### config.mk
export PLATFORM = sky130hd
export DESIGN_NAME = coproc_state_regs
export DESIGN_NICKNAME = d
export VERILOG_FILES = /design/src/byte_lane_swap.v /design/src/coproc_state_regs.v /design/src/state_seq_counter.v
export VERILOG_INCLUDE_DIRS = /design/src
export SDC_FILE = /design/constraint.sdc
export NUM_CORES = 2
export LEC_CHECK = 0
export ABC_CLOCK_PERIOD_IN_PS = 5750
export BUFFER_PORTS_ARGS = -buffer_cell sky130_fd_sc_hd__buf_2
export CAP_MARGIN = 20
export CORE_UTILIZATION = 32
export CTS_CLUSTER_DIAMETER = 30
export DETAILED_ROUTE_END_ITERATION = 12
export PLACE_DENSITY = 0.49
export RECOVER_POWER = 100
export SLEW_MARGIN = 20
export SYNTH_ARGS = -nofsm -noshare
export SYNTH_HDL_FRONTEND = slang
export SYNTH_SLANG_ARGS = --single-unit
export TNS_END_PERCENT = 30
### constraint.sdc
create_clock -name core_clk_i -period 5.75 [get_ports core_clk_i]
set_clock_uncertainty 0.1 [all_clocks]
set_input_delay 0.8625 -clock core_clk_i [delete_from_list [all_inputs] [get_ports core_clk_i]]
set_output_delay 0.8625 -clock core_clk_i [all_outputs]
set_load 0.03 [all_outputs]
### src/coproc_map.vh
// Register offsets, field positions, response codes and sizes of the coprocessor register bank.
`ifndef COPROC_MAP_VH
`define COPROC_MAP_VH
`define OFS_CTRL 8'h00
`define OFS_MODE 8'h04
`define OFS_STATUS 8'h08
`define OFS_LEN 8'h0C
`define OFS_PORT_A 8'h10
`define OFS_PORT_B 8'h14
`define OFS_VMCTRL 8'h18
`define OFS_VMSTAT 8'h1C
`define OFS_CURVA 8'h20
`define OFS_ERRTERM 8'h24
`define OFS_SRCXY 8'h28
`define OFS_PATXY 8'h2C
`define OFS_DSTXY 8'h30
`define OFS_DIRSTEP 8'h34
`define OFS_PIXOP 8'h38
`define OFS_OPDIM 8'h3C
`define OFS_FGCOL 8'h40
`define OFS_BGCOL 8'h44
`define NUM_STATE_WORDS 5'h12
`define LEN_A_VAL 8'h09
`define LEN_B_VAL 8'h09
`define CTRL_SUSPEND_BIT 3
`define CTRL_START_BIT 0
`define MODE_BIGEND_BIT 0
`define PIXOP_FG_SRC_BIT 0
`define PIXOP_BG_SRC_BIT 1
`define PIXOP_PAT_FG_BIT 2
`define PIXOP_LINE_BIT 3
`define RESP_OKAY 2'h0
`define RESP_SLVERR 2'h2
`endif

### src/byte_lane_swap.v
// Byte lane reversal within one 32-bit word when the big-endian format is selected.
`timescale 1ns/1ps
`default_nettype none
module byte_lane_swap (
    input wire [31:0] data_i,
    input wire swap_i,
    output wire [31:0] data_o
);
    // Lane zero trades places with lane three, lane one with lane two.
    assign data_o = swap_i ? {data_i[7:0], data_i[15:8], data_i[23:16], data_i[31:24]} : data_i;
endmodule // byte_lane_swap
`default_nettype wire

### src/coproc_state_regs.v
// Coprocessor register bank with AXI4-Lite access and task-state save and restore.
//
// Our own choices: the register offsets and the AXI4-Lite slave port.
`timescale 1ns/1ps
`default_nettype none
`include "coproc_map.vh"
module coproc_state_regs (
    input wire core_clk_i,
    input wire sys_rst_i,
    input wire [7:0] s_axi_awaddr,
    input wire s_axi_awvalid,
    output reg s_axi_awready,
    input wire [31:0] s_axi_wdata,
    input wire [3:0] s_axi_wstrb,
    input wire s_axi_wvalid,
    output reg s_axi_wready,
    output reg [1:0] s_axi_bresp,
    output reg s_axi_bvalid,
    input wire s_axi_bready,
    input wire [7:0] s_axi_araddr,
    input wire s_axi_arvalid,
    output reg s_axi_arready,
    output reg [31:0] s_axi_rdata,
    output reg [1:0] s_axi_rresp,
    output reg s_axi_rvalid,
    input wire s_axi_rready,
    input wire op_step_i,
    output reg busy_o,
    output reg suspended_o
);
    ////////////////////////////////////////////////////////////////////////////
    // Register storage. Index order in state_q is the save/restore order.
    // Control and mode stay outside the image and are not streamed.
    localparam NW = 18;
    reg [31:0] state_q [0:NW-1];
    reg [7:0] mode_q;
    reg [7:0] ctrl_q;
    reg [7:0] aw_addr_q;
    reg [31:0] w_data_q;
    reg [3:0] w_strb_q;
    reg aw_have_q;
    reg w_have_q;
    reg restoring_q;
    reg saving_q;
    wire [4:0] seq_cnt;
    wire seq_done;
    wire big_end = mode_q[`MODE_BIGEND_BIT];
    // Slot indices inside the state image.
    // Slots 12 to 17 hold the remaining count and spares, so the length is fixed.
    localparam S_VMCTRL = 0;
    localparam S_VMSTAT = 1;
    localparam S_CURVA = 2;
    localparam S_ERR = 3;
    localparam S_SRC = 4;
    localparam S_PAT = 5;
    localparam S_DST = 6;
    localparam S_DIR = 7;
    localparam S_PIXOP = 8;
    localparam S_OPDIM = 9;
    localparam S_FG = 10;
    localparam S_BG = 11;
    localparam S_CNT = 12;

    ////////////////////////////////////////////////////////////////////////////
    // Address decode. Unmapped addresses answer SLVERR.
    // Ports, control, mode and status sit outside the image and decode apart.
    function integer slot_of;
        input [7:0] a;
        begin
            case (a)
                `OFS_VMCTRL: slot_of = S_VMCTRL;
                `OFS_VMSTAT: slot_of = S_VMSTAT;
                `OFS_CURVA: slot_of = S_CURVA;
                `OFS_ERRTERM: slot_of = S_ERR;
                `OFS_SRCXY: slot_of = S_SRC;
                `OFS_PATXY: slot_of = S_PAT;
                `OFS_DSTXY: slot_of = S_DST;
                `OFS_DIRSTEP: slot_of = S_DIR;
                `OFS_PIXOP: slot_of = S_PIXOP;
                `OFS_OPDIM: slot_of = S_OPDIM;
                `OFS_FGCOL: slot_of = S_FG;
                `OFS_BGCOL: slot_of = S_BG;
                default: slot_of = -1;
            endcase
        end
    endfunction

    // Direction steps and pixel operation keep their byte order in both formats.
    function no_swap;
        input [7:0] a;
        begin
            no_swap = (a == `OFS_DIRSTEP) || (a == `OFS_PIXOP);
        end
    endfunction

    ////////////////////////////////////////////////////////////////////////////
    // Write and read path lane handling.
    wire [31:0] wr_swapped;
    wire [31:0] rd_swapped;
    reg [31:0] rd_raw;
    // Strobes swap exactly where the data lanes swap; otherwise a partial
    // write to an unswapped register would land in the wrong lane.
    wire wr_swap = big_end && !no_swap(aw_addr_q);
    wire rd_swap = big_end && !no_swap(s_axi_araddr);
    wire [3:0] strb_sw = wr_swap ? {w_strb_q[0], w_strb_q[1], w_strb_q[2], w_strb_q[3]}
                                 : w_strb_q;
    byte_lane_swap u_wswap (
        .data_i(w_data_q),
        .swap_i(wr_swap),
        .data_o(wr_swapped)
    );
    byte_lane_swap u_rswap (
        .data_i(rd_raw),
        .swap_i(rd_swap),
        .data_o(rd_swapped)
    );

    // A save starts at a port read outside a save, a restore at a port write
    // outside a restore; switching direction restarts the count.
    wire port_wr = (aw_addr_q == `OFS_PORT_A) || (aw_addr_q == `OFS_PORT_B);
    wire port_rd = (s_axi_araddr == `OFS_PORT_A) || (s_axi_araddr == `OFS_PORT_B);
    // A write completes once both halves are held and no response is pending.
    wire do_write = aw_have_q && w_have_q && !s_axi_bvalid;
    wire do_read = s_axi_arvalid && s_axi_arready;
    wire port_acc = (do_write && port_wr) || (do_read && port_rd);
    wire seq_begin = (do_write && port_wr && !restoring_q) || (do_read && port_rd && !saving_q);

    // Counter of double-words moved in the current sequence.
    state_seq_counter u_seq (
        .core_clk_i(core_clk_i),
        .sys_rst_i(sys_rst_i),
        .clear_i(seq_begin),
        .step_i(port_acc),
        .count_o(seq_cnt),
        .done_o(seq_done)
    );
    // The first access of a sequence uses slot zero; the counter then moves to one.
    // Past the image length the counter saturates and the sequence ends, so a surplus access opens a new one at slot zero,
    // a limitation the host avoids by moving exactly the reported count.
    wire [4:0] seq_idx = seq_begin ? 5'h00 : seq_cnt;

    ////////////////////////////////////////////////////////////////////////////
    // Read data multiplexer; only listed registers read back directly.
    // The rest answer zero with OKAY and are seen only through a save.
    always @* begin
        rd_raw = 32'h00000000;
        case (s_axi_araddr)
            `OFS_CTRL: rd_raw = {24'h000000, ctrl_q};
            `OFS_MODE: rd_raw = {24'h000000, mode_q};
            `OFS_STATUS: rd_raw = {30'h00000000, suspended_o, busy_o};
            `OFS_LEN: rd_raw = {16'h0000, `LEN_B_VAL, `LEN_A_VAL};
            `OFS_PORT_A, `OFS_PORT_B: rd_raw = (seq_idx < NW) ? state_q[seq_idx] : 32'h0;
            `OFS_VMCTRL, `OFS_VMSTAT, `OFS_CURVA, `OFS_ERRTERM, `OFS_SRCXY, `OFS_PATXY,
            `OFS_DSTXY: rd_raw = state_q[slot_of(s_axi_araddr)];
            default: rd_raw = 32'h00000000;
        endcase
    end

    // Only unmapped addresses give an error response on a read.
    function rd_mapped;
        input [7:0] a;
        begin
            rd_mapped = (slot_of(a) >= 0) || (a == `OFS_CTRL) || (a == `OFS_MODE) ||
                        (a == `OFS_STATUS) || (a == `OFS_LEN) ||
                        (a == `OFS_PORT_A) || (a == `OFS_PORT_B);
        end
    endfunction

    ////////////////////////////////////////////////////////////////////////////
    // AXI4-Lite channel handshakes; address and data are taken in either order.
    // Each ready is a one-cycle pulse; the captured flags keep a held valid
    // from being taken twice before its response is raised.
    always @(posedge core_clk_i) begin
        if (sys_rst_i) begin
            s_axi_awready <= 1'b0;
            s_axi_wready <= 1'b0;
            s_axi_bvalid <= 1'b0;
            s_axi_bresp <= `RESP_OKAY;
            aw_have_q <= 1'b0;
            w_have_q <= 1'b0;
            aw_addr_q <= 8'h00;
            w_data_q <= 32'h00000000;
            w_strb_q <= 4'h0;
            s_axi_arready <= 1'b0;
            s_axi_rvalid <= 1'b0;
            s_axi_rdata <= 32'h00000000;
            s_axi_rresp <= `RESP_OKAY;
        end else begin
            s_axi_awready <= !aw_have_q && !s_axi_awready && s_axi_awvalid;
            s_axi_wready <= !w_have_q && !s_axi_wready && s_axi_wvalid;
            if (s_axi_awvalid && s_axi_awready) begin
                aw_have_q <= 1'b1;
                aw_addr_q <= {s_axi_awaddr[7:2], 2'b00};
            end
            if (s_axi_wvalid && s_axi_wready) begin
                w_have_q <= 1'b1;
                w_data_q <= s_axi_wdata;
                w_strb_q <= s_axi_wstrb;
            end
            if (do_write) begin
                s_axi_bvalid <= 1'b1;
                s_axi_bresp <= (port_wr || (slot_of(aw_addr_q) >= 0) || aw_addr_q == `OFS_CTRL ||
                                aw_addr_q == `OFS_MODE) ? `RESP_OKAY : `RESP_SLVERR;
                aw_have_q <= 1'b0;
                w_have_q <= 1'b0;
            end else if (s_axi_bvalid && s_axi_bready) begin
                s_axi_bvalid <= 1'b0;
            end
            s_axi_arready <= !s_axi_arready && !s_axi_rvalid && s_axi_arvalid;
            if (do_read) begin
                s_axi_rvalid <= 1'b1;
                s_axi_rdata <= rd_swapped;
                s_axi_rresp <= rd_mapped({s_axi_araddr[7:2], 2'b00}) ? `RESP_OKAY : `RESP_SLVERR;
            end else if (s_axi_rvalid && s_axi_rready) begin
                s_axi_rvalid <= 1'b0;
            end
        end
    end

    ////////////////////////////////////////////////////////////////////////////
    // Control, mode and sequence flags.
    // A port write stops a running operation; the restored image replaces it.
    always @(posedge core_clk_i) begin
        if (sys_rst_i) begin
            ctrl_q <= 8'h00;
            mode_q <= 8'h00;
            busy_o <= 1'b0;
            suspended_o <= 1'b0;
            saving_q <= 1'b0;
            restoring_q <= 1'b0;
        end else begin
            // Status lags the suspend bit by one clock, as it is registered.
            suspended_o <= ctrl_q[`CTRL_SUSPEND_BIT] && busy_o;
            if (do_write && aw_addr_q == `OFS_CTRL && strb_sw[0]) begin
                ctrl_q <= wr_swapped[7:0];
                if (wr_swapped[`CTRL_START_BIT]) begin
                    busy_o <= 1'b1;
                end
            end
            if (do_write && aw_addr_q == `OFS_MODE && strb_sw[0]) begin
                mode_q <= wr_swapped[7:0];
            end
            // An operation ends when its remaining count reaches zero.
            if (busy_o && !ctrl_q[`CTRL_SUSPEND_BIT] && op_step_i &&
                state_q[S_CNT] == 32'h00000001) begin
                busy_o <= 1'b0;
            end
            // Port traffic sets the direction of the sequence under way.
            if (do_read && port_rd) begin
                saving_q <= 1'b1;
                restoring_q <= 1'b0;
            end
            if (do_write && port_wr) begin
                restoring_q <= 1'b1;
                saving_q <= 1'b0;
                busy_o <= 1'b0;
            end
            // Readout complete: control, busy and the image return to reset; mode keeps its value.
            if (saving_q && seq_done) begin
                saving_q <= 1'b0;
                busy_o <= 1'b0;
                ctrl_q <= 8'h00;
            end
            // Restore complete: a restored operation resumes when suspend clears.
            if (restoring_q && seq_done) begin
                restoring_q <= 1'b0;
                busy_o <= (state_q[S_CNT] != 32'h00000000);
            end
        end
    end

    ////////////////////////////////////////////////////////////////////////////
    // State image: host writes, restore stream and per-step pointer updates.
    // Suspend gates stepping at once; a step pulse already given is never cut,
    // so an engine memory cycle in progress still completes.
    wire running = busy_o && !ctrl_q[`CTRL_SUSPEND_BIT];
    wire [31:0] pixop = state_q[S_PIXOP];
    wire [31:0] dir = state_q[S_DIR];
    wire use_src = pixop[`PIXOP_FG_SRC_BIT] || pixop[`PIXOP_BG_SRC_BIT];
    wire use_pat = !pixop[`PIXOP_PAT_FG_BIT];
    wire is_line = pixop[`PIXOP_LINE_BIT];
    // Step direction: low half is X, high half is Y, signed steps from the direction word.
    // Limitation: each axis step is one signed byte, enough for unit moves.
    wire [31:0] xy_step = {{8{dir[15]}}, dir[15:8], {8{dir[7]}}, dir[7:0]};
    integer k;
    always @(posedge core_clk_i) begin
        if (sys_rst_i || (saving_q && seq_done)) begin
            for (k = 0; k < NW; k = k + 1) begin
                state_q[k] <= 32'h00000000;
            end
        end else if (do_write && port_wr) begin
            // Restore words land in the order in which they were read out.
            if (seq_idx < NW) begin
                state_q[seq_idx] <= wr_swapped;
            end
        end else if (do_write && slot_of(aw_addr_q) >= 0) begin
            for (k = 0; k < 4; k = k + 1) begin
                if (strb_sw[k]) begin
                    state_q[slot_of(aw_addr_q)][k*8 +: 8] <= wr_swapped[k*8 +: 8];
                end
            end
            // The top byte of the pixel operation loads the step count.
            if (aw_addr_q == `OFS_PIXOP && strb_sw[3]) begin
                state_q[S_CNT] <= {16'h0000, state_q[S_OPDIM][15:0]} + 32'h00000001;
            end
        end else if (running && op_step_i) begin
            // Other registers hold their values so operations can be repeated.
            state_q[S_CNT] <= state_q[S_CNT] - 32'h00000001;
            state_q[S_CURVA] <= state_q[S_CURVA] + 32'h00000004;
            if (is_line) begin
                state_q[S_ERR] <= state_q[S_ERR] + state_q[S_OPDIM];
            end
            if (use_src) begin
                state_q[S_SRC] <= state_q[S_SRC] + xy_step;
            end
            if (use_pat) begin
                state_q[S_PAT] <= state_q[S_PAT] + xy_step;
            end
            state_q[S_DST] <= state_q[S_DST] + xy_step;
        end
    end
endmodule // coproc_state_regs
`default_nettype wire

### src/state_seq_counter.v
// Double-word sequence counter for the state save and restore stream.
`timescale 1ns/1ps
`default_nettype none
`include "coproc_map.vh"
module state_seq_counter (
    input wire core_clk_i,
    input wire sys_rst_i,
    input wire clear_i,
    input wire step_i,
    output reg [4:0] count_o,
    output wire done_o
);
    // Restarted at each sequence; the opening access already counts as one word.
    always @(posedge core_clk_i) begin
        if (sys_rst_i) begin
            count_o <= 5'h00;
        end else if (clear_i) begin
            count_o <= {4'h0, step_i};
        end else if (step_i && !done_o) begin
            count_o <= count_o + 5'h01;
        end
    end
    assign done_o = (count_o == `NUM_STATE_WORDS);
endmodule // state_seq_counter
`default_nettype wire

==> summary.md <==
| Metric | Value |
|---|---|
| Post-CTS resize count | `0` |
| Internal power | `approximately 12 mW` |
| Async set-or-reset flop fraction in the synthesized netlist | `0` |
| Row count | `130` |
| Largest net degree at the start of global routing | `80` |
| P_sw | `4.00 mW` |
| Area growth syn-to-layout | `21.2%` |
| Clk slew on worst S/H paths | `approximately 0.040 ns` |
| CP bufs+invs | `3` |
| Critical Path Sink Type | `register` |
| Crit path kind | `register to register` |
| Synth warn | `0` |
| Synth Flop Type | `edfxtp_1` |
| TNS Setup | `0 ns` |
| IO Port Bufs | `98` |
| Worst-case clock buffer depth | `3` |
| Cell breakdown of the critical path | `nor4_1, and4b_1, nor2_1, buf_4, o21ai_0, buf_4, a32oi_1, o21ai_0, o41ai_1, a21oi_1, clkbuf_1, and2_1, o21ai_1` |
| Router iterations before antenna repair | `7` |
| Routed vias/inst | `about 6` |
| # Post-CTS Setup Buffers | `0` |
| WHS | `0.230 ns` |
| IR drop worst, VDD | `0.000263 V` |
| Drt drc | `0` |
| Worst-Skew Late Latency | `0.77 ns` |
| DRT antenna net count | `0` |
| Clock Tree Root | `clkbuf_16` |
| Vias in the first global route | `35,600` |
| Die ar. | `roughly 0.13 sq mm` |
| Startpoint Class | `register` |
| Initial Util | `0.323` |
| Rel. slew slack | `-0.407` |
| Tightest Hold Check Type | `input port to register` |
| Synth area leaders | `edfxtp_1, nand2_1, nor2_1` |
| Cell leakage power | `17.6 nW` |
| Cell family with most CP delay | `simple AND/OR/NAND/NOR gates` |
| CTS Sinks | `approximately 700` |
| Max-slew violations | `70` |
| Yosys cell types | `93` |
| Synth Area per Inst | `9.40 sq um` |
| Total Routed Length | `177,000 um` |
| Die width | `359 um` |
| Register bit total from synthesis | `685` |
| Status | `finished, violations left` |
| RePlAce Congestion | `0.969` |
| Gate power share | `0.056` |
| Core Footprint | `0.126 sq mm` |
| DR vias | `approximately 38,000` |
| Crit path DAT | `5.94 ns` |
| Max stage delay on crit path | `0.92 ns` |
| Area leader, netlist | `edfxtp_1` |
| Post-synthesis sequential area ratio | `0.479` |
| Io pins | `around 100` |
| Initial antenna violation count | `6` |
| Routed len/inst | `around 28 um` |
| Antenna diodes | `0` |
| Switch share | `0.243` |
| First-pass GRT wire length | `252,000 um` |
| GRT Residual Overflow | `0` |
| Fin area | `0.0493 sq mm` |
| Setup violations, final | `0` |
| Final #Nets | `about 4,700` |
| MaxCap Viol Count | `3` |
| DRT iter0 DRCs | `4,472` |
| Fin crit share | `0.941` |
| H-tree Lvls | `4` |
| PwrDens | `334 mW/mm^2` |
| Post-place instance area | `0.0437 sq mm` |
| Dpl ws | `0.741 ns` |
| RSZ-0062 raised after global routing | `false` |
| Post-synth top area share | `0.426` |
| Most frequent cell after synthesis | `nand2_1` |
| Hold_buf cts | `0` |
| Worst Path Required | `6.28 ns` |
| Critical path fanouts, max | `20` |
| Syn Inst Count | `~4,300` |
| Die Ht | `~360 um` |
| CTS buffer count | `174` |
| Seq pwr share | `0.347` |
| CP max stage cell | `nor4_1` |
| Final worst slack | `about 0.34 ns` |
| Failing checks | `max-capacitance violations, max-slew violations` |
| Max Clock Freq | `between 150 and 200 MHz` |
| Slew @ Worst Pin | `2.11 ns` |
| Clock power frac | `0.597` |
| Number of synthesized flops with an enable pin | `577` |
| Post-Syn Area | `between 0.04 and 0.05 sq mm` |
| Final HPWL DP | `around 130,000 um` |
| Fin. Hold Viols | `0` |
| CTS tree | `built` |
| Tot GR Track Use | `0.271` |
| Share of layout cells above drive strength 1 | `0.121` |
| Top post-synthesis cells by count | `nand2_1, nor2_1, edfxtp_1, a21oi_1, o22ai_1` |
| Period minus WS final | `5.41 ns` |
-- logic make-up (layout without fill, tap and decap cells) --
logic type	after synthesis	in the layout	synth area share
xor+xnor	192	192	0.0413
simple gates	1684	1684	0.179
fa+ha+maj	134	134	0.0419
flops	685	685	0.479
buf+inv	327	642	0.0323
compound gates	1140	1140	0.183
mux	169	169	0.0437
other cells	1	3	0.0000921
-- worst min-delay path, cell delays in order --
cell	delay, ns
buf_2	0.09
nand2_1	0.04
a21oi_1	0.05
-- per-layer routing --
| metal | GRT usage | vias to the layer above | wire, um |
|---|---|---|---|
| met1 | 0.366 | 18500 | 73800 |
| met4 | 0.130 | 4 | 9100 |
| met3 | 0.0527 | 402 | 17000 |
| met2 | 0.416 | 2079 | 77500 |
| met5 | 0 | - | 56 |
| li1 | - | 16600 | - |
-- stage by stage --
stage / std cells / power (mW) / utilization
floorplan: 4334 / 6.33 / -
global placement: 5973 / 6.71 / 0.347
detailed placement: 5973 / 6.71 / 0.347
CTS: 6299 / 16.5 / 0.394
global route: 6299 / 16.9 / 0.392
finish: 6299 / 16.5 / 0.392
-- layout make-up --
class	instances	area, sq um
well taps	1650	2060
multi-input cells	3322	20000
clock inverters	116	1320
flip-flops and latches	685	19500
fillers	12600	76600
inverters	58	218
repair buffers	258	1580
clock buffers	210	4620
-- final timing paths --
kind / from / end / slack (ns) / depth (start not counted)
hold reg to reg: s_axi_rvalid / s_axi_arready / 0.35 / 1
setup / recovery: aw_addr_q[3] / s_axi_rdata[26] / 0.34 / 13
hold / removal: s_axi_wdata[11] / w_data_q[11] / 0.23 / 3
setup reg to reg: aw_addr_q[3] / s_axi_rdata[26] / 0.34 / 13
-- cells in the final DEF (no fill, tap or decap), types with 16 or more instances in the layout --
cell type,count
clkbuf_2,22
o21bai_1,16
a21o_1,45
nand4_1,23
mux2i_1,113
xor2_1,100
clkbuf_16,176
dfxtp_1,106
nand3_1,136
a32oi_1,29
a211oi_1,36
and3_1,44
edfxtp_1,577
mux2_2,18
clkinvlp_4,16
nor3_1,71
a21oi_1,264
xnor2_1,92
clkinv_2,26
buf_4,102
nand2_1,679
mux2i_2,32
inv_1,55
buf_2,55
nand2b_1,35
clkbuf_1,96
nor2_1,579
o221ai_1,65
a31oi_1,71
a311oi_1,16
clkinv_1,30
o21ai_0,151
ha_1,130
or3_1,17
bufinv_16,20
o21a_1,19
o22ai_1,251
-- flip-flops by register name (all words and copies together) (netlist names), 4 cells and up --
signal         flops
aw_addr_q          6
ctrl_q             8
mode_q             8
s_axi_rdata       32
state_q          577
u_seq.count_o      5
w_data_q          32
w_strb_q           4
-- power groups by stage --
stage / sequential, mW / combinational [mW] / clock, mW
after CTS: 5.71 / 0.924 / 9.89
after detailed placement: 5.80 / 0.915 / 0
final: 5.72 / 0.930 / 9.83
after global routing: 5.73 / 1.00 / 10.2
after floorplan: 5.73 / 0.606 / 0
after global placement: 5.79 / 0.915 / 0
Note: power is estimated with default switching activity, not from simulation.
